`src/tsq_pkg.sv`:
```
// Purpose: shared constants and types of the timing query responder
// Assumes: 32-bit classic Wishbone, byte-wide serial stream
// Notes:   offsets are byte addresses of 32-bit words
package tsq_pkg;
  // framing bytes
  localparam logic [7:0] TSQ_START     = 8'h10;
  localparam logic [7:0] TSQ_END1      = 8'h10;
  localparam logic [7:0] TSQ_END2      = 8'h03;
  localparam logic [7:0] TSQ_PKT_ID    = 8'hA1;
  localparam logic [7:0] TSQ_SUB_TIME  = 8'h00;
  localparam logic [7:0] TSQ_SUB_FREQ  = 8'h02;
  localparam logic [7:0] TSQ_SUB_POS   = 8'h11;
  localparam logic [7:0] TSQ_SUB_ERR   = 8'hEE;
  localparam logic [7:0] TSQ_MODE_QRY  = 8'h00;
  localparam logic [7:0] TSQ_MODE_RSP  = 8'h02;
  // payload sizes in data bytes (mode and checksum excluded); TSQ_MAX_LEN bounds the length field, which counts both
  localparam int         TSQ_MAXD      = 30;
  localparam logic [5:0] TSQ_ND_TIME   = 6'd30;
  localparam logic [5:0] TSQ_ND_FREQ   = 6'd15;
  localparam logic [5:0] TSQ_ND_ERR    = 6'd0;
  localparam logic [15:0] TSQ_MAX_LEN  = 16'h0040;
  // register offsets
  localparam logic [7:0] TSQ_R_CTRL    = 8'h00;
  localparam logic [7:0] TSQ_R_STATUS  = 8'h04;
  localparam logic [7:0] TSQ_R_TOW     = 8'h08;
  localparam logic [7:0] TSQ_R_DATE    = 8'h0C;
  localparam logic [7:0] TSQ_R_HMS     = 8'h10;
  localparam logic [7:0] TSQ_R_DAY     = 8'h14;
  localparam logic [7:0] TSQ_R_UTC     = 8'h18;
  localparam logic [7:0] TSQ_R_QERR    = 8'h1C;
  localparam logic [7:0] TSQ_R_BIAS    = 8'h20;
  localparam logic [7:0] TSQ_R_BRATE   = 8'h24;
  localparam logic [7:0] TSQ_R_DACV    = 8'h28;
  localparam logic [7:0] TSQ_R_DACH    = 8'h2C;
  localparam logic [7:0] TSQ_R_HOLD    = 8'h30;
  localparam logic [7:0] TSQ_R_TEMP    = 8'h34;
  localparam int         TSQ_NWORDS    = 14;
  localparam logic [31:0] TSQ_CTRL_RST = 32'h0000_0001;
  localparam int         TSQ_CTRL_EN   = 0;
  // header handed to the framer
  typedef struct packed {
    logic [7:0] id;
    logic [7:0] sub;
    logic [7:0] mode;
  } tsq_hdr_s;
endpackage : tsq_pkg

```
`src/tsq_responder.sv`:
```
// Purpose: parses query packets and answers with framed responses
// Assumes: receive bytes come from logic on the same clock
// Notes:   registers over classic Wishbone, 32-bit aligned words
//
// Behaviour
// - length field in bytes 3-4 counts mode, data and checksum bytes.
// - frames open with 10, identifier A1, and close with 10 03.
// - timing answer: mode 2, week time, week, clock, date, year.
// - byte 19 time base: constellation in bits 2:0, UTC in bit 3.
// - byte 20 pulse base uses the same encoding as time base.
// - byte 21 holds UTC and time valid flags; bytes 22-23 UTC offset.
// - frequency answer: DAC voltage, DAC code, holdover, temperature.
// - multi-byte fields go most significant byte first.
// - a bad checksum gets a checksum error message back.
//
// Register access over Wishbone and the address map were chosen for this implementation.
`timescale 1ns/1ps
`default_nettype none
module tsq_responder
  import tsq_pkg::*;
(
  input  wire logic        CLOCK_IN,
  input  wire logic        RST_N_IN,
  input  wire logic        WB_CYC_IN,
  input  wire logic        WB_STB_IN,
  input  wire logic        WB_WE_IN,
  input  wire logic [7:0]  WB_ADR_IN,
  input  wire logic [3:0]  WB_SEL_IN,
  input  wire logic [31:0] WB_DAT_IN,
  output logic      [31:0] WB_DAT_OUT,
  output logic             WB_ACK_OUT,
  input  wire logic [7:0]  RX_DATA_IN,
  input  wire logic        RX_VALID_IN,
  output logic             RX_READY_OUT,
  output logic      [7:0]  TX_DATA_OUT,
  output logic             TX_VALID_OUT,
  input  wire logic        TX_READY_IN
);
  typedef enum logic [3:0] {
    P_HUNT, P_ID, P_SUB, P_LENH, P_LENL, P_MODE, P_BODY, P_CKS, P_END1,
    P_END2
  } tsq_pst_e;

  tsq_pst_e    pst_reg;
  logic [31:0] ctrl_reg;
  logic [31:0] data_reg [2:TSQ_NWORDS-1];
  logic [7:0]  sub_reg;
  logic [7:0]  mode_reg;
  logic [7:0]  lenh_reg;
  logic [15:0] rem_reg;
  logic [7:0]  xor_reg;
  logic        ck_ok_reg;
  logic        first_reg;
  logic [3:0]  mask_tmp_reg;
  logic [3:0]  mask_reg;
  logic [7:0]  ok_cnt_reg;
  logic [7:0]  err_cnt_reg;
  logic        pend_reg;
  logic        pend_next;
  tsq_hdr_s    hdr_reg;
  logic [5:0]  nd_reg;
  logic        take;
  logic        done;
  logic        req;
  logic        start;
  logic        busy;
  logic [239:0] payload;
  logic [3:0]  widx;
  logic [31:0] status_w;

  ////////////////////////////////////////////////////////////////////////
  // register bus

  // merge write data under the byte enables
  function automatic logic [31:0] merge(input logic [31:0] old,
                                        input logic [31:0] nw,
                                        input logic [3:0]  sel);
    logic [31:0] r;
    r = old;
    for (int b = 0; b < 4; b++) begin
      if (sel[b]) r[8*b +: 8] = nw[8*b +: 8];
    end
    return r;
  endfunction : merge

  assign widx     = WB_ADR_IN[5:2];
  assign status_w = {11'h000, busy, mask_reg, err_cnt_reg, ok_cnt_reg};

  // one wait state: ack follows stb by one edge, then drops
  always_ff @(posedge CLOCK_IN) begin
    if (!RST_N_IN) begin
      WB_ACK_OUT <= 1'b0;
    end else begin
      WB_ACK_OUT <= WB_CYC_IN && WB_STB_IN && !WB_ACK_OUT;
    end
  end

  // read data; unmapped words read zero
  always_ff @(posedge CLOCK_IN) begin
    if (!RST_N_IN) begin
      WB_DAT_OUT <= 32'h0000_0000;
    end else if (WB_CYC_IN && WB_STB_IN && !WB_ACK_OUT) begin
      if (WB_ADR_IN == TSQ_R_CTRL)        WB_DAT_OUT <= ctrl_reg;
      else if (WB_ADR_IN == TSQ_R_STATUS) WB_DAT_OUT <= status_w;
      else if (WB_ADR_IN[1:0] == 2'b00 && WB_ADR_IN <= TSQ_R_TEMP)
        WB_DAT_OUT <= data_reg[widx];
      else                                WB_DAT_OUT <= 32'h0000_0000;
    end
  end

  // writes take effect on the acknowledging edge
  always_ff @(posedge CLOCK_IN) begin
    if (!RST_N_IN) begin
      ctrl_reg <= TSQ_CTRL_RST;
      for (int i = 2; i < TSQ_NWORDS; i++) data_reg[i] <= 32'h0000_0000;
    end else if (WB_CYC_IN && WB_STB_IN && WB_WE_IN && !WB_ACK_OUT) begin
      if (WB_ADR_IN == TSQ_R_CTRL)
        ctrl_reg <= merge(ctrl_reg, WB_DAT_IN, WB_SEL_IN);
      else if (WB_ADR_IN[1:0] == 2'b00 && WB_ADR_IN >= TSQ_R_TOW &&
               WB_ADR_IN <= TSQ_R_TEMP)
        data_reg[widx] <= merge(data_reg[widx], WB_DAT_IN, WB_SEL_IN);
    end
  end

  ////////////////////////////////////////////////////////////////////////
  // query parser

  // bytes are only taken while no answer waits for the framer
  assign take = RX_VALID_IN && RX_READY_OUT && ctrl_reg[TSQ_CTRL_EN];
  assign done = take && pst_reg == P_END2 && RX_DATA_IN == TSQ_END2;

  always_ff @(posedge CLOCK_IN) begin
    if (!RST_N_IN) begin
      pst_reg      <= P_HUNT;
      sub_reg      <= 8'h00;
      mode_reg     <= 8'h00;
      lenh_reg     <= 8'h00;
      rem_reg      <= 16'h0000;
      xor_reg      <= 8'h00;
      ck_ok_reg    <= 1'b0;
      first_reg    <= 1'b0;
      mask_tmp_reg <= 4'h0;
    end else if (take) begin
      unique case (pst_reg)
        P_HUNT: if (RX_DATA_IN == TSQ_START) pst_reg <= P_ID;
        P_ID: begin
          xor_reg <= RX_DATA_IN;
          pst_reg <= (RX_DATA_IN == TSQ_PKT_ID) ? P_SUB : P_HUNT;
        end
        P_SUB: begin
          sub_reg <= RX_DATA_IN;
          xor_reg <= xor_reg ^ RX_DATA_IN;
          pst_reg <= P_LENH;
        end
        P_LENH: begin
          lenh_reg <= RX_DATA_IN;
          xor_reg  <= xor_reg ^ RX_DATA_IN;
          pst_reg  <= P_LENL;
        end
        P_LENL: begin
          // too short to hold mode and checksum, or too long: resync
          xor_reg <= xor_reg ^ RX_DATA_IN;
          rem_reg <= {lenh_reg, RX_DATA_IN} - 16'h0002;
          if ({lenh_reg, RX_DATA_IN} < 16'h0002 ||
              {lenh_reg, RX_DATA_IN} > TSQ_MAX_LEN) pst_reg <= P_HUNT;
          else                                    pst_reg <= P_MODE;
        end
        P_MODE: begin
          mode_reg  <= RX_DATA_IN;
          xor_reg   <= xor_reg ^ RX_DATA_IN;
          first_reg <= 1'b1;
          pst_reg   <= (rem_reg == 16'h0000) ? P_CKS : P_BODY;
        end
        P_BODY: begin
          xor_reg   <= xor_reg ^ RX_DATA_IN;
          first_reg <= 1'b0;
          if (first_reg && sub_reg == TSQ_SUB_POS)
            mask_tmp_reg <= RX_DATA_IN[3:0];
          rem_reg <= rem_reg - 16'h0001;
          if (rem_reg == 16'h0001) pst_reg <= P_CKS;
        end
        P_CKS: begin
          ck_ok_reg <= (RX_DATA_IN == xor_reg);
          pst_reg   <= P_END1;
        end
        P_END1: pst_reg <= (RX_DATA_IN == TSQ_END1) ? P_END2 : P_HUNT;
        P_END2: pst_reg <= P_HUNT;
      endcase
    end
  end

  ////////////////////////////////////////////////////////////////////////
  // dispatch

  // a bad checksum always earns an error answer; good queries by kind
  assign req = done && (!ck_ok_reg || (mode_reg == TSQ_MODE_QRY &&
               (sub_reg == TSQ_SUB_TIME || sub_reg == TSQ_SUB_FREQ)));
  assign start     = pend_reg && !busy;
  assign pend_next = (pend_reg && !start) || req;

  always_ff @(posedge CLOCK_IN) begin
    if (!RST_N_IN) begin
      pend_reg     <= 1'b0;
      RX_READY_OUT <= 1'b0;
    end else begin
      pend_reg     <= pend_next;
      RX_READY_OUT <= !pend_next;
    end
  end

  // header and size of the pending answer
  always_ff @(posedge CLOCK_IN) begin
    if (!RST_N_IN) begin
      hdr_reg <= '0;
      nd_reg  <= TSQ_ND_ERR;
    end else if (req) begin
      hdr_reg.id   <= TSQ_PKT_ID;
      hdr_reg.mode <= TSQ_MODE_RSP;
      if (!ck_ok_reg) begin
        hdr_reg.sub <= TSQ_SUB_ERR;
        nd_reg      <= TSQ_ND_ERR;
      end else begin
        hdr_reg.sub <= sub_reg;
        nd_reg <= (sub_reg == TSQ_SUB_TIME) ? TSQ_ND_TIME : TSQ_ND_FREQ;
      end
    end
  end

  // position mask kept for software; position queries get no answer
  always_ff @(posedge CLOCK_IN) begin
    if (!RST_N_IN) begin
      mask_reg    <= 4'h0;
      ok_cnt_reg  <= 8'h00;
      err_cnt_reg <= 8'h00;
    end else if (done) begin
      if (!ck_ok_reg) err_cnt_reg <= err_cnt_reg + 8'h01;
      else            ok_cnt_reg  <= ok_cnt_reg + 8'h01;
      if (ck_ok_reg && mode_reg == TSQ_MODE_QRY && sub_reg == TSQ_SUB_POS)
        mask_reg <= mask_tmp_reg;
    end
  end

  // payloads, most significant byte first, reserved bits zero
  always_comb begin
    if (hdr_reg.sub == TSQ_SUB_TIME) begin
      payload = {data_reg[2], data_reg[3][31:16], data_reg[4],
                 data_reg[5][31:24], data_reg[3][15:0],
                 4'h0, data_reg[5][19:16],
                 4'h0, data_reg[5][11:8],
                 6'h00, data_reg[5][1:0], data_reg[6][15:0],
                 data_reg[7], data_reg[8], data_reg[9]};
    end else begin
      payload = {data_reg[10], data_reg[11][31:16],
                 data_reg[11][7:0], data_reg[12], data_reg[13],
                 120'h0};
    end
  end

  tsq_framer #(
    .MAXD       (TSQ_MAXD)
  ) u_framer (
    .clk_in     (CLOCK_IN),
    .rst_n_in   (RST_N_IN),
    .start_in   (start),
    .hdr_in     (hdr_reg),
    .ndata_in   (nd_reg),
    .payload_in (payload),
    .tx_data_out  (TX_DATA_OUT),
    .tx_valid_out (TX_VALID_OUT),
    .tx_ready_in  (TX_READY_IN),
    .busy_out     (busy)
  );
endmodule : tsq_responder
`default_nettype wire

```
`src/tsq_framer.sv`:
```
// Purpose: sends one framed response packet, byte by byte
// Assumes: consumer takes a byte on valid and ready high together
// Notes:   no byte stuffing; payload is taken at start
`timescale 1ns/1ps
`default_nettype none
module tsq_framer
  import tsq_pkg::*;
#(
  parameter int MAXD = TSQ_MAXD
) (
  input  wire logic              clk_in,
  input  wire logic              rst_n_in,
  input  wire logic              start_in,
  input  wire tsq_hdr_s          hdr_in,
  input  wire logic [5:0]        ndata_in,
  input  wire logic [8*MAXD-1:0] payload_in,
  output logic      [7:0]        tx_data_out,
  output logic                   tx_valid_out,
  input  wire logic              tx_ready_in,
  output logic                   busy_out
);
  tsq_hdr_s          hdr_reg;
  logic [5:0]        nd_reg;
  logic [8*MAXD-1:0] pl_reg;
  logic [5:0]        idx_reg;
  logic [7:0]        cks_reg;
  logic [7:0]        cks_next;
  logic [15:0]       len_w;
  logic              fire;

  // length counts mode, data and checksum
  assign len_w = {10'h000, nd_reg} + 16'h0002;
  assign fire  = tx_valid_out && tx_ready_in;

  // running xor from identifier to last data byte
  assign cks_next = (idx_reg >= 6'd1 && idx_reg <= nd_reg + 6'd5) ?
                    (cks_reg ^ tx_data_out) : cks_reg;

  // byte at a given position of the frame
  function automatic logic [7:0] byte_of(input logic [5:0] i,
                                         input logic [7:0] c);
    logic [8*MAXD-1:0] sh;
    sh = pl_reg << (8 * (i - 6'd6));
    if (i == 6'd0)               return TSQ_START;
    else if (i == 6'd1)          return hdr_reg.id;
    else if (i == 6'd2)          return hdr_reg.sub;
    else if (i == 6'd3)          return len_w[15:8];
    else if (i == 6'd4)          return len_w[7:0];
    else if (i == 6'd5)          return hdr_reg.mode;
    else if (i <= nd_reg + 6'd5) return sh[8*MAXD-1 -: 8];
    else if (i == nd_reg + 6'd6) return c;
    else if (i == nd_reg + 6'd7) return TSQ_END1;
    else                         return TSQ_END2;
  endfunction : byte_of

  // latch the packet at start
  always_ff @(posedge clk_in) begin
    if (!rst_n_in) begin
      hdr_reg <= '0;
      nd_reg  <= 6'd0;
      pl_reg  <= '0;
    end else if (start_in && !busy_out) begin
      hdr_reg <= hdr_in;
      nd_reg  <= ndata_in;
      pl_reg  <= payload_in;
    end
  end

  // byte sequencer; start byte is presented first
  always_ff @(posedge clk_in) begin
    if (!rst_n_in) begin
      idx_reg      <= 6'd0;
      cks_reg      <= 8'h00;
      tx_data_out  <= 8'h00;
      tx_valid_out <= 1'b0;
      busy_out     <= 1'b0;
    end else if (start_in && !busy_out) begin
      idx_reg      <= 6'd0;
      cks_reg      <= 8'h00;
      tx_data_out  <= TSQ_START;
      tx_valid_out <= 1'b1;
      busy_out     <= 1'b1;
    end else if (fire) begin
      if (idx_reg == nd_reg + 6'd8) begin
        tx_valid_out <= 1'b0;
        busy_out     <= 1'b0;
      end else begin
        idx_reg     <= idx_reg + 6'd1;
        cks_reg     <= cks_next;
        tx_data_out <= byte_of(idx_reg + 6'd1, cks_next);
      end
    end
  end
endmodule : tsq_framer
`default_nettype wire

```
`config.mk`:
```
export PLATFORM = sky130hd
export DESIGN_NAME = tsq_responder
export DESIGN_NICKNAME = d
export VERILOG_FILES = /design/src/tsq_pkg.sv /design/src/tsq_responder.sv /design/src/tsq_framer.sv
export SDC_FILE = /design/constraint.sdc
export NUM_CORES = 2
export LEC_CHECK = 0
export BUFFER_PORTS_ARGS = -buffer_cell sky130_fd_sc_hd__buf_2
export CAP_MARGIN = 40
export CORE_UTILIZATION = 35
export DETAILED_ROUTE_END_ITERATION = 8
export HOLD_SLACK_MARGIN = 0.03
export SYNTH_ARGS = -nofsm -noshare
export SYNTH_HDL_FRONTEND = slang
export SYNTH_SLANG_ARGS = --single-unit
```
`constraint.sdc`:
```
create_clock -name CLOCK_IN -period 5.4 [get_ports CLOCK_IN]
set_clock_uncertainty 0.2 [all_clocks]
set_input_delay 1.08 -clock CLOCK_IN [delete_from_list [all_inputs] [get_ports CLOCK_IN]]
set_output_delay 1.08 -clock CLOCK_IN [all_outputs]
set_load 0.02 [all_outputs]
```
==> impl_metrics.toml <==
[place]
placed_area_sq_mm = 0.04465
dpl.hpwl_microns = 84870
io_buffers = 101
place_inst = 5070
place_congestion = 0.8313

[floorplanning]
start_util_pct = 35.36
rows = 126
io_pins = 102
die_h_microns = 347.6
fp.coreArea_sq_mm = 0.1182
dieArea_sq_mm = 0.1208
die_w_microns = 347.6

[worst_setup_path]
startpoint_type = "flop"
worstSetupPathType = "reg -> reg"
r2r_slack_ns = 0.24
reg2reg_from = "u_framer.idx_reg[1]"
r2r_cells = 12
cp-end-kind = "flop"
r2r_end = "u_framer.tx_data_out[6]"
cp_data_required_time_ns = 5.79
cp.arrival_ns = 5.54
path_max_fanout = 28

[synthesis]
ys_top_cells_by_count = "nor2_1 (682), edfxtp_1 (512), dfxtp_1 (426)"
synth-xor-area-share_pct = 1.287
synth_top_area_share_pct = 36.77
synthFlopType = "edfxtp_1"
synth_compound_area_share_pct = 9.920
synth_cell_types = 83
async_reset_ff_share_pct = 0
ys_ff_latch = 938
synth_top_family_by_area = "multiplexers"
muxShareOfSynthArea_pct = 15.93
syn_inst = 3492
synthTopCellsByArea = "edfxtp_1 (37%), dfxtp_1 (20%), mux4_2 (11%)"
synth-simple-area-share_pct = 11.33
synth_fa_ha_area_share_pct = 0.7781
yosys.area.top_type = "edfxtp_1"
seq_area_frac_synth_pct = 57.17
yosysMostFrequentCell = "nor2_1"
synthesis.area_sq_mm = 0.04181
syn_avg_cell_area_sq_um = 11.97
yosysWarnings = 0
synth_edf_count = 512

[power]
combPwrFrac_pct = 6.6
p_sw_share_pct = 23.57
p_leak_nw = 16.79
p_sw_mw = 3.693
p_seq_share_pct = 50.1
peakVddDrop_mv = 0.2695
power.density_mw_per_mm2 = 327.4
power_mw = 15.67
p_int_mw = 11.97
clockPowerShare_pct = 43.3

[finish]
nNetsFinal = 3715
drive_gt1_share_pct = 17.14
fillers = 11150
largest_reg_flops = 512
fin_area_sq_mm = 0.04785
layout.cells.non_filler = 5247
syn_to_final_growth_pct = 14.44
final_core_util_pct = 40.47

[clocking]
htreeDepth = 3
post_cts_buffers = 0
cts_buffers = 94
clock_sinks = 938
ctsResizeCount = 0
cts_tree = "done"
cts_root_buffer = "clkbuf_16"
cts.hold.buffers_added = 0
path_clk_slew_ns = 0.06
clock_tree.buffer_depth = 3
clk_latency_ns = 0.70

[timing]
finalMaxSlewViolations = 0
tightestPinTransition_ns = 1.001
timing.final.crit_share_pct = 95.54
relSlewSlack_pct = 33.20
setup_tns_ns = 0
setup_violations = 0
grt_setup_unrepaired = "no"
fmax_mhz = 193.8
min_period_ns = 5.159
hold_viol = 0

[global_route]
grt_pass1_wl_microns = 195200
grt_util_all_layers_pct = 21.88
grt_max_degree = 122
first_global_vias = 28680
antenna_found_initial = 2
grt_overflow = 0

[flow_run]
drv_cap = 0

[route]
via_count = 29870
dr.pass1.iters = 6
avgRoutedWirePerCell_microns = 25.60
route.detailed.drc = 0
ant_nets = 0
viasPerCell = 5.692
wl_microns = 134300
drt_iter0_markers = 3755

[min_path]
hp-class = "reg -> reg"
min_from = "ctrl_reg[3]"
min_to = "ctrl_reg[3]"
min_path_cells = 2

[status]
outcome = "finished clean"
critical path: stages, from the launching register on:
cell and delay (ns):
dfxtp_1 0.65, ha_1 0.40, xnor2_2 0.24, inv_1 0.22, ha_2 0.27, xor2_2 0.44, xnor2_4 0.26, buf_4 0.54
mux4_2 0.31, nor2b_1 0.04, o311ai_0 0.56, nand4b_1 0.54, a211oi_2 0.34
power groups by stage:
| stage | registers (mW) | logic [mW] | clock network, mW |
|---|---|---|---|
| floorplan | 7.95 | 0.610 | 0 |
| global placement | 7.99 | 1.02 | 0 |
| detailed placement | 8.00 | 1.03 | 0 |
| CTS | 7.84 | 1.03 | 6.86 |
| global route | 7.86 | 1.08 | 7.13 |
| finish | 7.84 | 1.04 | 6.78 |
through the flow:
stage | hold WS, ns | worst slack (ns)
after global routing | 0.2651 | 0.1769
after floorplan | 0.2287 | 1.457
after global placement | 0.2376 | 0.3023
final | 0.2502 | 0.2410
after CTS | 0.2517 | 0.4158
after detailed placement | 0.2437 | 0.4488
cells by family after synthesis:
family,count (synthesis)
other,1
muxes,414
AOI/OAI and AO/OA,589
adders and majority gates,26
xor gates and xnor gates,58
buffers and inverters,355
DFF,938
and+or+nand+nor,1111
cells in the final DEF, fill, tap and decap left out, types with 23 or more instances in the layout:
| master | count |
|---|---|
| a211oi_1 | 118 |
| a21oi_1 | 135 |
| a221oi_1 | 34 |
| a22o_1 | 115 |
| buf_2 | 100 |
| buf_4 | 98 |
| clkbuf_1 | 29 |
| clkbuf_16 | 98 |
| conb_1 | 128 |
| dfxtp_1 | 425 |
| edfxtp_1 | 512 |
| ha_1 | 24 |
| inv_1 | 51 |
| mux2i_1 | 197 |
| mux4_2 | 199 |
| nand2_1 | 175 |
| nand3_1 | 76 |
| nand4_1 | 23 |
| nor2_1 | 680 |
| nor3_1 | 32 |
| o21ai_0 | 79 |
| xnor2_1 | 32 |
how the worst max path moves through the flow:
| stage | from | endpoint | slack (ns) | depth (start not counted) |
|---|---|---|---|---|
| final | u_framer.idx_reg[1] | u_framer.tx_data_out[6] | 0.24 | 12 |
| after detailed placement | u_framer.idx_reg[1] | u_framer.tx_data_out[6] | 0.45 | 12 |
| after global placement | u_framer.idx_reg[1] | u_framer.tx_data_out[6] | 0.30 | 11 |
| after CTS | u_framer.idx_reg[1] | u_framer.tx_data_out[6] | 0.42 | 12 |
| after global routing | u_framer.idx_reg[1] | u_framer.tx_data_out[6] | 0.18 | 12 |
| after floorplan | WB_ADR_IN[3] | data_reg[11][0] | 1.46 | 9 |
layer usage:
layer / wire length [microns] / track usage, % / part of all wire, % / vias up
met5: 27 / 0 / 0.020 / -
met4: 5548 / 8.712 / 4.1 / 4
met3: 11740 / 3.559 / 8.7 / 256
met2: 62580 / 34.85 / 47 / 1444
met1: 54450 / 29.71 / 41 / 15030
li1: - / - / - / 13130
final cells by class:
cell class	instances	area (sq um)	share of cell area, %
Tap cell	1536	1922	4.017
Multi-Input combinational cell	2326	17010	35.55
Sequential cell	938	23910	49.96
Clock inverter	35	445.4	0.9309
Antenna cell	1	2.502	0.005230
Timing Repair Buffer	216	1595	3.334
Inverter	54	210.2	0.4393
Clock buffer	141	2754	5.756
(Power assumes the default switching activity.)
